[src/logic/ramp_profile_defines.vh]
// Constants for the accel/decel profile selector
`ifndef RAMP_PROFILE_DEFINES_VH
`define RAMP_PROFILE_DEFINES_VH
`define APB_OFF_PATTERN      12'h000
`define APB_OFF_ACC1         12'h004
`define APB_OFF_DEC1         12'h008
`define APB_OFF_ACC2         12'h00C
`define APB_OFF_DEC2         12'h010
`define APB_OFF_MAP          12'h014
`define APB_OFF_TERM_FUNC    12'h018
`define APB_OFF_STATUS       12'h01C
`define APB_OFF_CURVE_LEN    12'h020
`define PAT_LINEAR           2'h0
`define PAT_S_FIXED          2'h1
`define PAT_S_PARAM          2'h2
`define PATTERN_RST          2'h0
`define RATIO_MAX            7'h32
`define RATIO_RST            7'h00
`define MAP_RST              14'h270F
`define MAP_MAX              14'h03E7
`define MAP_ALL_OFF          14'h270F
`define FIXED_S_RATIO        7'h32
`define TERM_FUNC_RST        8'h00
`define CURVE_LEN_RST        16'h0100
`endif

[src/logic/ramp_curve_gen.v]
// Speed ramp step generator: linear or S-curve toward a target
`timescale 1ns/1ps
module ramp_curve_gen #(
   parameter W = 16
) (
   // Clock and reset
   input  wire         i_sys_clk,
   input  wire         i_resetn,
   // Command
   input  wire [W-1:0] i_target,
   input  wire [6:0]   i_ratio,
   input  wire [15:0]  i_ramp_len,
   // State
   output reg  [W-1:0] o_speed,
   output reg          o_busy,
   output reg          o_accel
);
   reg  [15:0] step_cnt_ff;
   reg  [15:0] nxt_step_cnt;
   reg  [W-1:0] nxt_speed;
   wire [22:0] curve_prod;
   wire [22:0] curve_quot;
   wire [15:0] curve_len;
   wire        in_curve;
   wire        do_step;

   // Curved part length = ramp_len * ratio / 100, full-width product
   assign curve_prod = i_ramp_len * i_ratio;
   assign curve_quot = curve_prod / 23'd100;
   assign curve_len  = curve_quot[15:0];
   assign in_curve  = (step_cnt_ff < curve_len);
   // Inside the eased portion step only every other cycle
   assign do_step   = !in_curve || step_cnt_ff[0];

   always @* begin
      nxt_speed    = o_speed;
      nxt_step_cnt = step_cnt_ff;
      if (o_speed == i_target) begin
         nxt_step_cnt = 16'h0000;
      end else begin
         if (step_cnt_ff != 16'hFFFF)
            nxt_step_cnt = step_cnt_ff + 16'h0001;
         if (do_step) begin
            if (i_target > o_speed)
               nxt_speed = o_speed + {{(W-1){1'b0}}, 1'b1};
            else
               nxt_speed = o_speed - {{(W-1){1'b0}}, 1'b1};
         end
      end
   end

   always @(posedge i_sys_clk or negedge i_resetn) begin
      if (!i_resetn) begin
         o_speed     <= {W{1'b0}};
         o_busy      <= 1'b0;
         o_accel     <= 1'b0;
         step_cnt_ff <= 16'h0000;
      end else begin
         o_speed     <= nxt_speed;
         step_cnt_ff <= nxt_step_cnt;
         o_busy      <= (nxt_speed != i_target);
         o_accel     <= (i_target > nxt_speed);
      end
   end
endmodule

[src/logic/accel_decel_profile_selector.v]
// Accel/decel profile selector with APB parameter store
//
// Local design decisions: the address map and the APB register port.
`timescale 1ns/1ps
`include "ramp_profile_defines.vh"
// Functional notes
// - Pattern 0 gives straight-line ramps
// - Pattern 1 gives fixed S-curve ramps
// - Pattern 2 uses ratio settings, switchable
// - Ratios are percent of ramp, 0-50
// - Pattern accepts only 0, 1, 2
// - Map digits select terminals one to three
// - Switch off uses first ratios, on second
// - Switch changes ignored during a ramp
module accel_decel_profile_selector #(
   parameter W = 16
) (
   // Clock and reset
   input  wire         i_sys_clk,
   input  wire         i_resetn,
   // APB slave
   input  wire         i_psel,
   input  wire         i_penable,
   input  wire         i_pwrite,
   input  wire [11:0]  i_paddr,
   input  wire [31:0]  i_pwdata,
   output reg  [31:0]  o_prdata,
   output reg          o_pready,
   output reg          o_pslverr,
   // Terminals and speed command
   input  wire [2:0]   i_input_terminal,
   input  wire [W-1:0] i_target_speed,
   // Drive state
   output reg  [W-1:0] o_present_speed,
   output reg          o_ramp_busy,
   output reg          o_second_set,
   output reg  [2:0]   o_terminal_general
);
   reg  [1:0]  ramp_pattern_select_ff;
   reg  [6:0]  s_accel_ratio_first_ff;
   reg  [6:0]  s_decel_ratio_first_ff;
   reg  [6:0]  s_accel_ratio_second_ff;
   reg  [6:0]  s_decel_ratio_second_ff;
   reg  [13:0] switch_input_map_ff;
   reg  [7:0]  input_terminal_function_map_ff;
   reg  [15:0] curve_len_ff;
   reg  [2:0]  term_meta_ff;
   reg  [2:0]  term_sync_ff;
   reg         set_sel_ff;
   reg         busy_d_ff;
   reg  [6:0]  nxt_ratio;
   reg  [31:0] nxt_rdata;
   reg         nxt_err;
   wire [3:0]  digit [0:2];
   wire [13:0] map_hund;
   wire [13:0] map_tens;
   wire [13:0] map_ones;
   wire        accel_now;
   wire [2:0]  is_switch;
   wire        switch_in;
   wire        wr_en;
   wire        acc_ph;
   wire [W-1:0] gen_speed;
   wire        gen_busy;
   wire        gen_accel;
   wire [W-1:0] target_hold;

   // Map digits: hundreds=terminal one, tens=two, ones=three
   assign map_hund = switch_input_map_ff / 14'd100;
   assign map_tens = (switch_input_map_ff / 14'd10) % 14'd10;
   assign map_ones = switch_input_map_ff % 14'd10;
   assign digit[0] = (switch_input_map_ff == `MAP_ALL_OFF) ? 4'hF :
                     map_hund[3:0];
   assign digit[1] = (switch_input_map_ff == `MAP_ALL_OFF) ? 4'hF :
                     map_tens[3:0];
   assign digit[2] = (switch_input_map_ff == `MAP_ALL_OFF) ? 4'hF :
                     map_ones[3:0];

   genvar g;
   generate
      for (g = 0; g < 3; g = g + 1) begin : g_term
         assign is_switch[g] = (digit[g] == 4'h1);
      end
   endgenerate

   assign switch_in = |(is_switch & term_sync_ff);
   assign acc_ph    = i_psel && i_penable;
   assign wr_en     = acc_ph && i_pwrite && !o_pready;
   assign target_hold = i_target_speed;
   // Direction from live target so the first ramp step uses the right ratio
   assign accel_now   = (i_target_speed > gen_speed);

   // Ratio selection by pattern, phase and latched set
   always @* begin
      case (ramp_pattern_select_ff)
         `PAT_LINEAR:  nxt_ratio = 7'h00;
         `PAT_S_FIXED: nxt_ratio = `FIXED_S_RATIO;
         `PAT_S_PARAM: begin
            if (accel_now)
               nxt_ratio = set_sel_ff ? s_accel_ratio_second_ff
                                      : s_accel_ratio_first_ff;
            else
               nxt_ratio = set_sel_ff ? s_decel_ratio_second_ff
                                      : s_decel_ratio_first_ff;
         end
         default:      nxt_ratio = 7'h00;
      endcase
   end

   ramp_curve_gen #(
      .W (W)
   ) u_gen (
      .i_sys_clk  (i_sys_clk),
      .i_resetn   (i_resetn),
      .i_target   (target_hold),
      .i_ratio    (nxt_ratio),
      .i_ramp_len (curve_len_ff),
      .o_speed    (gen_speed),
      .o_busy     (gen_busy),
      .o_accel    (gen_accel)
   );

   // Read mux
   always @* begin
      nxt_rdata = 32'h0000_0000;
      nxt_err   = 1'b0;
      case (i_paddr)
         `APB_OFF_PATTERN:   nxt_rdata[1:0]  = ramp_pattern_select_ff;
         `APB_OFF_ACC1:      nxt_rdata[6:0]  = s_accel_ratio_first_ff;
         `APB_OFF_DEC1:      nxt_rdata[6:0]  = s_decel_ratio_first_ff;
         `APB_OFF_ACC2:      nxt_rdata[6:0]  = s_accel_ratio_second_ff;
         `APB_OFF_DEC2:      nxt_rdata[6:0]  = s_decel_ratio_second_ff;
         `APB_OFF_MAP:       nxt_rdata[13:0] = switch_input_map_ff;
         `APB_OFF_TERM_FUNC: nxt_rdata[7:0]  = input_terminal_function_map_ff;
         `APB_OFF_STATUS:    nxt_rdata[4:0]  = {set_sel_ff, gen_accel,
                                                gen_busy, switch_in,
                                                busy_d_ff};
         `APB_OFF_CURVE_LEN: nxt_rdata[15:0] = curve_len_ff;
         default:            nxt_err         = 1'b1;
      endcase
   end

   // APB: one wait state, answer in second access cycle
   always @(posedge i_sys_clk or negedge i_resetn) begin
      if (!i_resetn) begin
         o_pready  <= 1'b0;
         o_pslverr <= 1'b0;
         o_prdata  <= 32'h0000_0000;
      end else begin
         o_pready  <= acc_ph && !o_pready;
         o_pslverr <= acc_ph && !o_pready && nxt_err;
         if (acc_ph && !o_pready && !i_pwrite)
            o_prdata <= nxt_rdata;
      end
   end

   // Settings store with range checks
   always @(posedge i_sys_clk or negedge i_resetn) begin
      if (!i_resetn) begin
         ramp_pattern_select_ff         <= `PATTERN_RST;
         s_accel_ratio_first_ff         <= `RATIO_RST;
         s_decel_ratio_first_ff         <= `RATIO_RST;
         s_accel_ratio_second_ff        <= `RATIO_RST;
         s_decel_ratio_second_ff        <= `RATIO_RST;
         switch_input_map_ff            <= `MAP_RST;
         input_terminal_function_map_ff <= `TERM_FUNC_RST;
         curve_len_ff                   <= `CURVE_LEN_RST;
      end else if (wr_en) begin
         case (i_paddr)
            `APB_OFF_PATTERN:
               if (i_pwdata <= 32'h0000_0002)
                  ramp_pattern_select_ff <= i_pwdata[1:0];
            `APB_OFF_ACC1:
               if (i_pwdata <= {25'h0, `RATIO_MAX})
                  s_accel_ratio_first_ff <= i_pwdata[6:0];
            `APB_OFF_DEC1:
               if (i_pwdata <= {25'h0, `RATIO_MAX})
                  s_decel_ratio_first_ff <= i_pwdata[6:0];
            `APB_OFF_ACC2:
               if (i_pwdata <= {25'h0, `RATIO_MAX})
                  s_accel_ratio_second_ff <= i_pwdata[6:0];
            `APB_OFF_DEC2:
               if (i_pwdata <= {25'h0, `RATIO_MAX})
                  s_decel_ratio_second_ff <= i_pwdata[6:0];
            `APB_OFF_MAP:
               if (i_pwdata <= {18'h0, `MAP_MAX} ||
                   i_pwdata == {18'h0, `MAP_ALL_OFF})
                  switch_input_map_ff <= i_pwdata[13:0];
            `APB_OFF_TERM_FUNC:
               input_terminal_function_map_ff <= i_pwdata[7:0];
            `APB_OFF_CURVE_LEN:
               curve_len_ff <= i_pwdata[15:0];
            default: ;
         endcase
      end
   end

   // Terminal synchroniser, ratio-set latch, outputs
   always @(posedge i_sys_clk or negedge i_resetn) begin
      if (!i_resetn) begin
         term_meta_ff       <= 3'h0;
         term_sync_ff       <= 3'h0;
         set_sel_ff         <= 1'b0;
         busy_d_ff          <= 1'b0;
         o_present_speed    <= {W{1'b0}};
         o_ramp_busy        <= 1'b0;
         o_second_set       <= 1'b0;
         o_terminal_general <= 3'h0;
      end else begin
         term_meta_ff <= i_input_terminal;
         term_sync_ff <= term_meta_ff;
         busy_d_ff    <= gen_busy;
         // Latch only while no ramp runs; held for the ramp
         if (!gen_busy)
            set_sel_ff <= switch_in;
         o_present_speed    <= gen_speed;
         o_ramp_busy        <= gen_busy;
         o_second_set       <= set_sel_ff;
         o_terminal_general <= term_sync_ff & ~is_switch;
      end
   end
endmodule

[config.mk]
export PLATFORM = sky130hd
export DESIGN_NAME = accel_decel_profile_selector
export DESIGN_NICKNAME = d
export VERILOG_FILES = /design/src/logic/ramp_curve_gen.v /design/src/logic/accel_decel_profile_selector.v
export VERILOG_INCLUDE_DIRS = /design/src /design/src/logic
export SDC_FILE = /design/constraint.sdc
export NUM_CORES = 1
export LEC_CHECK = 0
export BUFFER_PORTS_ARGS = -buffer_cell sky130_fd_sc_hd__buf_2
export CAP_MARGIN = 5
export CORE_MARGIN = 5
export CORE_UTILIZATION = 45
export DETAILED_ROUTE_END_ITERATION = 8
export PLACE_DENSITY = 0.74
export SETUP_SLACK_MARGIN = 0.2
export SKIP_LAST_GASP = 1
export SYNTH_ARGS = -nofsm -noshare
export SYNTH_HDL_FRONTEND = slang
export SYNTH_SLANG_ARGS = --single-unit
[constraint.sdc]
create_clock -name i_sys_clk -period 17.9 [get_ports i_sys_clk]
set_input_delay 0.895 -clock i_sys_clk [delete_from_list [all_inputs] [get_ports i_sys_clk]]
set_output_delay 0.895 -clock i_sys_clk [all_outputs]
set_load 0.005 [all_outputs]
==> parameters.txt, run 1 <==
Parameter                              Value

Drt
  Vias per cell    6.109
  Number of nets with antenna violations after routing    0
  Wirelength, routed    51010 um
  First-pass iteration count of the detailed router    5
  Average wire per standard cell    18.42 um
  Total number of vias    16917
  DR iter-0 viols    between 1000 and 1500
  Residual DRC    0

Timing
  Transition time of the tightest slew-check pin    1227 ps
  Setup repair after global routing missed its margin    yes
  Crit path time final    17610 ps
  Final-report hold violation count    0
  Max-slew violation count    0
  Highest clock frequency the design can meet    between 50 and 60 MHz
  Post-Route Skew    9.124 ps
  Max-slew headroom at the worst pin    17.32%
  Part of the cycle the worst path needs    98.39%
  Setup Viol. Count Final    0

Clock network
  Number of buffers on the longest clock path    2
  Clock Root Buffer    clkbuf_16
  Clk slew on worst S/H paths    around 60 ps
  H-tree Lvls    4
  Total clock buffers created by CTS    17
  CTS tree    built
  Insertion delay to the later sink of the worst-skew pair    430 ps
  Post-CTS Hold Buffers    0
  Clock sink total    148

Setup path
  CP Data Arrival Time    between 15000 and 20000 ps
  Largest fanout on the critical path    12
  Endpoint class of the critical path    register
  Critical path type    input pin to register
  CP most frequent cell    buf_4
  Maximum cell stage delay along the critical path    about 570 ps
  Critical path launch point type    input pin
  Data required time of the critical path    18220 ps
  Slowest stage cell on the critical path    mux4_2

Logic synthesis
  Netlist area before placement    17500 um2
  Syn Area/Cell    8.704 um2
  Proportion of synthesized chip area in sequential cells    21.22%
  Fraction of synthesis flops using an asynchronous set or reset pin    100.0%
  Instance count of the mapped netlist    2011
  Share of Yosys cell area claimed by the top area cell type    roughly 20%
  Number of flip-flops and latches in the synthesized netlist    148
  Most instantiated cells after synthesis    nand2_1, nor2_1, dfrtp_1
  Distinct cells, synth    128
  Cell types with the largest area share after synthesis    dfrtp_1, fa_1, ha_1, mux2_2, nand2_1
  Most area-hungry cell type in the Yosys netlist    dfrtp_1
  Most numerous cell in the Yosys netlist    nand2_1
  Number of flops mapped to enable cells by yosys    0
  Synth Flop Type    dfrtp_1
  Yosys warning total    0

Global route
  Total routing resource utilization after global routing    roughly 22%
  Number of antenna violations at the first check in global routing    3
  Final global-route overflow total    0
  Largest net degree at the start of global routing    81
  Number of global-route vias before repair    between 15000 and 20000
  Global-route wire length before repair    roughly 80000 um

Pwr
  Power Density    74.61 nW/um2
  Post-layout power    1.609 mW
  IR Drop Worst-Case VDD    0.0001503 V
  Leakage power summed over all cells    9.473 nW

Placed design
  HPWL after detailed placement    37300 um
  Port Buf Inserts    106
  Final weighted congestion in routability-driven placement    0.9614
  Placed instance area    19200 um2

Layout
  Area delta synth->final    23.18%
  Final-stage net count    around 2500
  Share of layout cells above drive strength 1    29.12%
  Post-route design area    21560 um2

Die
  Die span in y    between 200 and 250 um
  I/O pin count    123
  Total number of placement rows    72
  Die Footprint    roughly 43000 um2
  Overall die width    207.2 um
  Core region area    38560 um2
  Initial standard-cell utilization of the core    45.40%

Hold path
  Hold Crit Class    register to register

Run status
  Status    complete, no violations

Flow run
  Number of violations of the max-capacitance limit    0
==> critical path, delay by kind of cell <==
| family | cells | cell delay (ps) |
|---|---|---|
| compound gates | 33 | 6170 |
| fa+ha+maj | 8 | 3270 |
| buf+inv | 11 | 1590 |
| mux | 4 | 1490 |
| simple gates | 25 | 4440 |
==> final cells by class <==
class,count,area (um2)
clock buffers,20,466.7
well taps,518,648.1
clock inverters,12,167.7
repair buffers,283,1933
flip-flops and latches,148,3715
inverters,124,465.4
multi-input cells,1662,14160
fillers,3413,17000
diodes,2,5.005
==> flip-flops by register name (all words and copies together) (netlist names) <==
signal	count
o_terminal_general	3
input_terminal_function_map_ff	8
o_pready	1
s_accel_ratio_second_ff	7
u_gen.o_accel	1
busy_d_ff	1
s_decel_ratio_second_ff	7
term_meta_ff	3
set_sel_ff	1
o_pslverr	1
u_gen.step_cnt_ff	16
u_gen.o_busy	1
curve_len_ff	16
o_prdata	16
o_present_speed	16
term_sync_ff	3
switch_input_map_ff	14
u_gen.o_speed	16
o_second_set	1
s_accel_ratio_first_ff	7
ramp_pattern_select_ff	2
s_decel_ratio_first_ff	7
==> placed cells by master, fill, tap and decap left out, types with 19 or more instances in the layout <==
| cell | instances |
|---|---|
| xor2_1 | 27 |
| nand3_1 | 45 |
| nand2_1 | 162 |
| a21oi_1 | 81 |
| a31oi_1 | 21 |
| o21ai_0 | 85 |
| buf_4 | 166 |
| inv_1 | 124 |
| mux2i_1 | 21 |
| xnor2_1 | 53 |
| mux2_2 | 70 |
| o21ai_1 | 19 |
| nor2b_1 | 20 |
| a21oi_2 | 22 |
| o211ai_1 | 23 |
| a21o_1 | 33 |
| nor2_1 | 123 |
| ha_1 | 99 |
| dfrtp_1 | 139 |
| and2_1 | 100 |
| nand4_1 | 33 |
| nor3_1 | 32 |
| fa_1 | 70 |
| buf_2 | 105 |
==> path summary, 6_finish.rpt <==
path	cells past startpoint	startpoint	slack, ps	to
min in group asynchronous	1	i_resetn	500	u_gen.o_speed[7]
worst min-delay path	0	term_meta_ff[0]	350	term_sync_ff[0]
max in group asynchronous	2	i_resetn	16030	switch_input_map_ff[11]
worst max-delay path	81	i_target_speed[1]	290	u_gen.o_accel
worst min register to register	0	term_meta_ff[0]	350	term_sync_ff[0]
worst max register to register	81	u_gen.o_speed[1]	360	u_gen.o_accel
==> cells by family (layout without fill, tap and decap cells) <==
logic type	Yosys count	after routing	synth area share, %
XOR/XNOR	85	85	4.382
adder cells (fa/ha/maj)	182	182	15.97
buffers and inverters	216	439	5.325
flip-flops	148	148	21.22
multiplexers	121	121	8.163
AO/OA/AOI/OAI	573	573	24.51
AND/OR/NAND/NOR	685	685	20.41
other	1	18	0.02142
==> layer usage <==
layer | up-vias | track usage (%) | part of all wire [%] | wire (um)
met3 | 120 | 3.159 | 5.4 | 2747
met2 | 624 | 37.75 | 50 | 25620
met1 | 8320 | 27.90 | 42 | 21460
li1 | 7853 | - | - | -
met4 | 0 | 5.563 | 2.3 | 1187
met5 | - | 0 | 0 | 0
==> what timing repair did <==
action                     in CTS  in global routing
pin swaps                       7                 77
buffers inserted                7                 49
setup endpoints to repair       1                 13
gates cloned                    0                  0
resized for setup              33                210
==> stage by stage <==
step / utilization (%) / hold WS [ps] / setup slack (ps) / TNS, ps / cells
after global placement: 49.79 / 336.7 / -206.0 / -206.0 / 2678
after floorplan: - / 331.2 / 420.3 / 0 / 2026
final: 55.92 / 353.4 / 288.2 / 0 / 2769
after detailed placement: 49.79 / 337.8 / -397.1 / -488.8 / 2678
after CTS: 51.98 / 359.2 / 233.4 / 0 / 2717
after global routing: 55.92 / 367.7 / -600.9 / -864.9 / 2769
==> power by group <==
group	internal [mW]	leakage (nW)	switching (mW)	total [mW]
Clock	0.233	0.301	0.146	0.379
Sequential	0.402	1.87	0.0616	0.463
Combinational	0.366	7.30	0.400	0.767
Power figures use the tool's default switching activity.
==> run 2, diff against run 1 <==
--- a/config.mk
+++ b/config.mk
@@ -11,7 +11,7 @@
 export CORE_MARGIN = 5
 export CORE_UTILIZATION = 45
 export DETAILED_ROUTE_END_ITERATION = 8
-export PLACE_DENSITY = 0.74
+export PLACE_DENSITY = 0.71
 export SETUP_SLACK_MARGIN = 0.2
 export SKIP_LAST_GASP = 1
 export SYNTH_ARGS = -nofsm -noshare
==> constraint.sdc (replaced) <==
create_clock -name i_sys_clk -period 17.54 [get_ports i_sys_clk]
set_input_delay 0.877 -clock i_sys_clk [delete_from_list [all_inputs] [get_ports i_sys_clk]]
set_output_delay 0.877 -clock i_sys_clk [all_outputs]
set_load 0.005 [all_outputs]
==> run 2 against run 1 <==
  * Utilization up 3.6 points
  * Combinational power up 9.6%
  * First-iteration DRC count down 9.2%
  * Clock skew up 3.0 ps
  * Non-clock buffer count up 204
  * Flip-flop and latch count unchanged
  * Worst hold slack better by 0.97 ps
  * Via count up 2.6%
  * Cell count up 7.3%
  * Global-route usage up 1.4 points
  * Worst setup slack worse by 36 ps
  * Highest routed layer unchanged
==> parameters.txt, run 2 (synthesis gave the netlist of run 1 again) <==
Parameter                              Value

Timing
  Part of the cycle the worst path needs    between 90% and 100%
  Max-slew headroom at the worst pin    16.94% (was 17.32%)
  Setup Viol. Count Final    0 (unchanged)
  Setup repair after global routing missed its margin    yes (unchanged)
  Transition time of the tightest slew-check pin    1236 ps (was 1227 ps)
  Post-Route Skew    12.12 ps (was 9.124 ps)
  Crit path time final    17290 ps
  Highest clock frequency the design can meet    57.84 MHz
  Tightest hold margin    354.3 ps (was 353.4 ps)
  Final-report hold violation count    0 (unchanged)
  Max-slew violation count    0 (unchanged)
  Smallest setup slack after layout    252.1 ps (was 288.2 ps)

Clock network
  Total clock buffers created by CTS    17 (unchanged)
  Post-CTS Hold Buffers    0 (unchanged)
  Clk slew on worst S/H paths    70 ps (was 60 ps)
  CTS tree    built (unchanged)
  Clock Root Buffer    clkbuf_16 (unchanged)
  Number of buffers on the longest clock path    2 (unchanged)
  H-tree Lvls    4 (unchanged)
  Clock sink total    148 (unchanged)
  Insertion delay to the later sink of the worst-skew pair    440 ps (was 430 ps)

Flow run
  Number of violations of the max-capacitance limit    0 (unchanged)

Die
  Die Footprint    42940 um2 (unchanged)
  Overall die width    207.2 um (unchanged)
  I/O pin count    123 (unchanged)
  Die span in y    207.2 um (unchanged)
  Initial standard-cell utilization of the core    45.40% (unchanged)
  Core region area    38560 um2 (unchanged)
  Total number of placement rows    72 (unchanged)

Setup path
  Slowest stage cell on the critical path    or4_4 (was mux4_2)
  CP most frequent cell    buf_4 (unchanged)
  Cell family with most CP delay    compound AO/OA/AOI/OAI gates (unchanged)
  Largest fanout on the critical path    7 (was 12)
  Maximum cell stage delay along the critical path    560 ps (was 570 ps)
  Critical path launch point type    input pin (unchanged)
  Critical path type    input pin to register (unchanged)
  Data required time of the critical path    17870 ps (was 18220 ps)
  CP Data Arrival Time    17620 ps (was 17930 ps)
  Number of buffer and inverter stages on the critical path    13 (was 11)
  Endpoint class of the critical path    register (unchanged)

Layout
  Share of layout cells above drive strength 1    34.69% (was 29.12%)
  Utilization of the core after routing    59.55% (was 55.92%)
  Most used cells in the layout excluding fill and tap cells    buf_4, nand2_1, dfrtp_1 (unchanged)
  Final-stage net count    2687 (was 2483)
  Final non-filler cell total    2972 (was 2769)
  Area delta synth->final    31.18% (was 23.18%)
  Most common library cell in the layout ignoring fill and taps    buf_4 (unchanged)

Pwr
  Power Density    71.91 nW/um2 (was 74.61 nW/um2)
  Leakage power summed over all cells    10.47 nW (was 9.473 nW)
  Post-layout power    1.651 mW (was 1.609 mW)
  IR Drop Worst-Case VDD    0.0001683 V (was 0.0001503 V)

Run status
  Status    complete, no violations (unchanged)

Drt
  Residual DRC    0 (unchanged)
  Average wire per standard cell    17.53 um (was 18.42 um)
  Number of nets with antenna violations after routing    0 (unchanged)
  Vias per cell    5.839 (was 6.109)
  First-pass iteration count of the detailed router    5 (unchanged)
  DR iter-0 viols    1200 (was 1321)
  Wirelength, routed    52090 um (was 51010 um)
  Total number of vias    17353 (was 16917)

Global route
  Total routing resource utilization after global routing    22.95% (was 21.50%)
  Number of global-route vias before repair    17337 (was 16465)
  Global-route wire length before repair    85160 um (was 80280 um)
  Largest net degree at the start of global routing    77 (was 81)
  Final global-route overflow total    0 (unchanged)
  Number of antenna violations at the first check in global routing    1 (was 3)

Placed design
  Port Buf Inserts    106 (unchanged)
  Placed cell count    2881 (was 2678)
  Final weighted congestion in routability-driven placement    0.9314 (was 0.9614)
  Pre-CTS setup slack    -916.0 ps (was -397.1 ps)
  HPWL after detailed placement    39030 um (was 37300 um)

Hold path
  Hold Crit Class    register to register (unchanged)
## run 2: cell count changes in the layout (fill, tap and decap cells not counted), sizes merged
cell and delta:
bufinv -3, clkinv +3, diode -1, inv +1, buf +203
## run 2: metal layers
layer / vias to the layer above / part of all wire, % / GRT usage [%] / wire length [um]
li1: 8267 / - / - / -
met1: 8457 / 44 / 30.84 / 22700
met2: 532 / 49 / 39.59 / 25780
met3: 97 / 4.6 / 2.358 / 2413
met4: 0 / 2.3 / 6.361 / 1201
met5: - / 0 / 0 / 0
## run 2: worst register-to-register path: cells and delay by family, from the launching register on
kind,cells,cell delay (ps)
buffers and inverters,13,1600
multiplexers,3,1220
AND/OR/NAND/NOR,28,4880
flip-flops,1,430
adder cells (fa/ha/maj),7,2880
AO/OA/AOI/OAI,30,6130
## run 2: worst paths after layout
check                                   from                to  slack (ps)  cells past startpoint
setup / recovery           i_target_speed[9]     u_gen.o_accel         250                     80
setup reg to reg            u_gen.o_speed[1]     u_gen.o_accel         290                     81
hold / removal               term_meta_ff[0]   term_sync_ff[0]         350                      0
max in group asynchronous           i_resetn   curve_len_ff[2]       15660                      2
hold reg to reg              term_meta_ff[0]   term_sync_ff[0]         350                      0
min in group asynchronous           i_resetn  u_gen.o_speed[7]         470                      1
## run 2: final cells by class
| type | count | area [um2] |
|---|---|---|
| inverters | 124 | 465.4 |
| well taps | 518 | 648.1 |
| fillers | 3354 | 15600 |
| repair buffers | 487 | 3490 |
| clock buffers | 19 | 442.9 |
| flip-flops and latches | 148 | 3715 |
| diodes | 1 | 2.502 |
| clock inverters | 13 | 98.84 |
| multi-input cells | 1662 | 14100 |
## run 2: repair_timing
item / CTS / global route
endpoints found under the setup margin: 2 / 2
cloned: 0 / 1
buffers inserted: 26 / 29
gates resized for setup: 118 / 110
pin swaps: 52 / 66
## run 2: stage by stage
step	TNS, ps	cell area [um2]
4_1_cts	0	22160
3_3_place_gp	-787.4	20720
6_report	0	22960
5_1_grt	-946.5	22960
3_5_place_dp	-1474	20720
2_1_floorplan	0	17580
## run 2: report_power, final
part	switching, mW	internal [mW]	leakage [nW]
Clock	0.151	0.186	0.261
Sequential	0.0636	0.410	1.87
Combinational	0.429	0.412	8.34
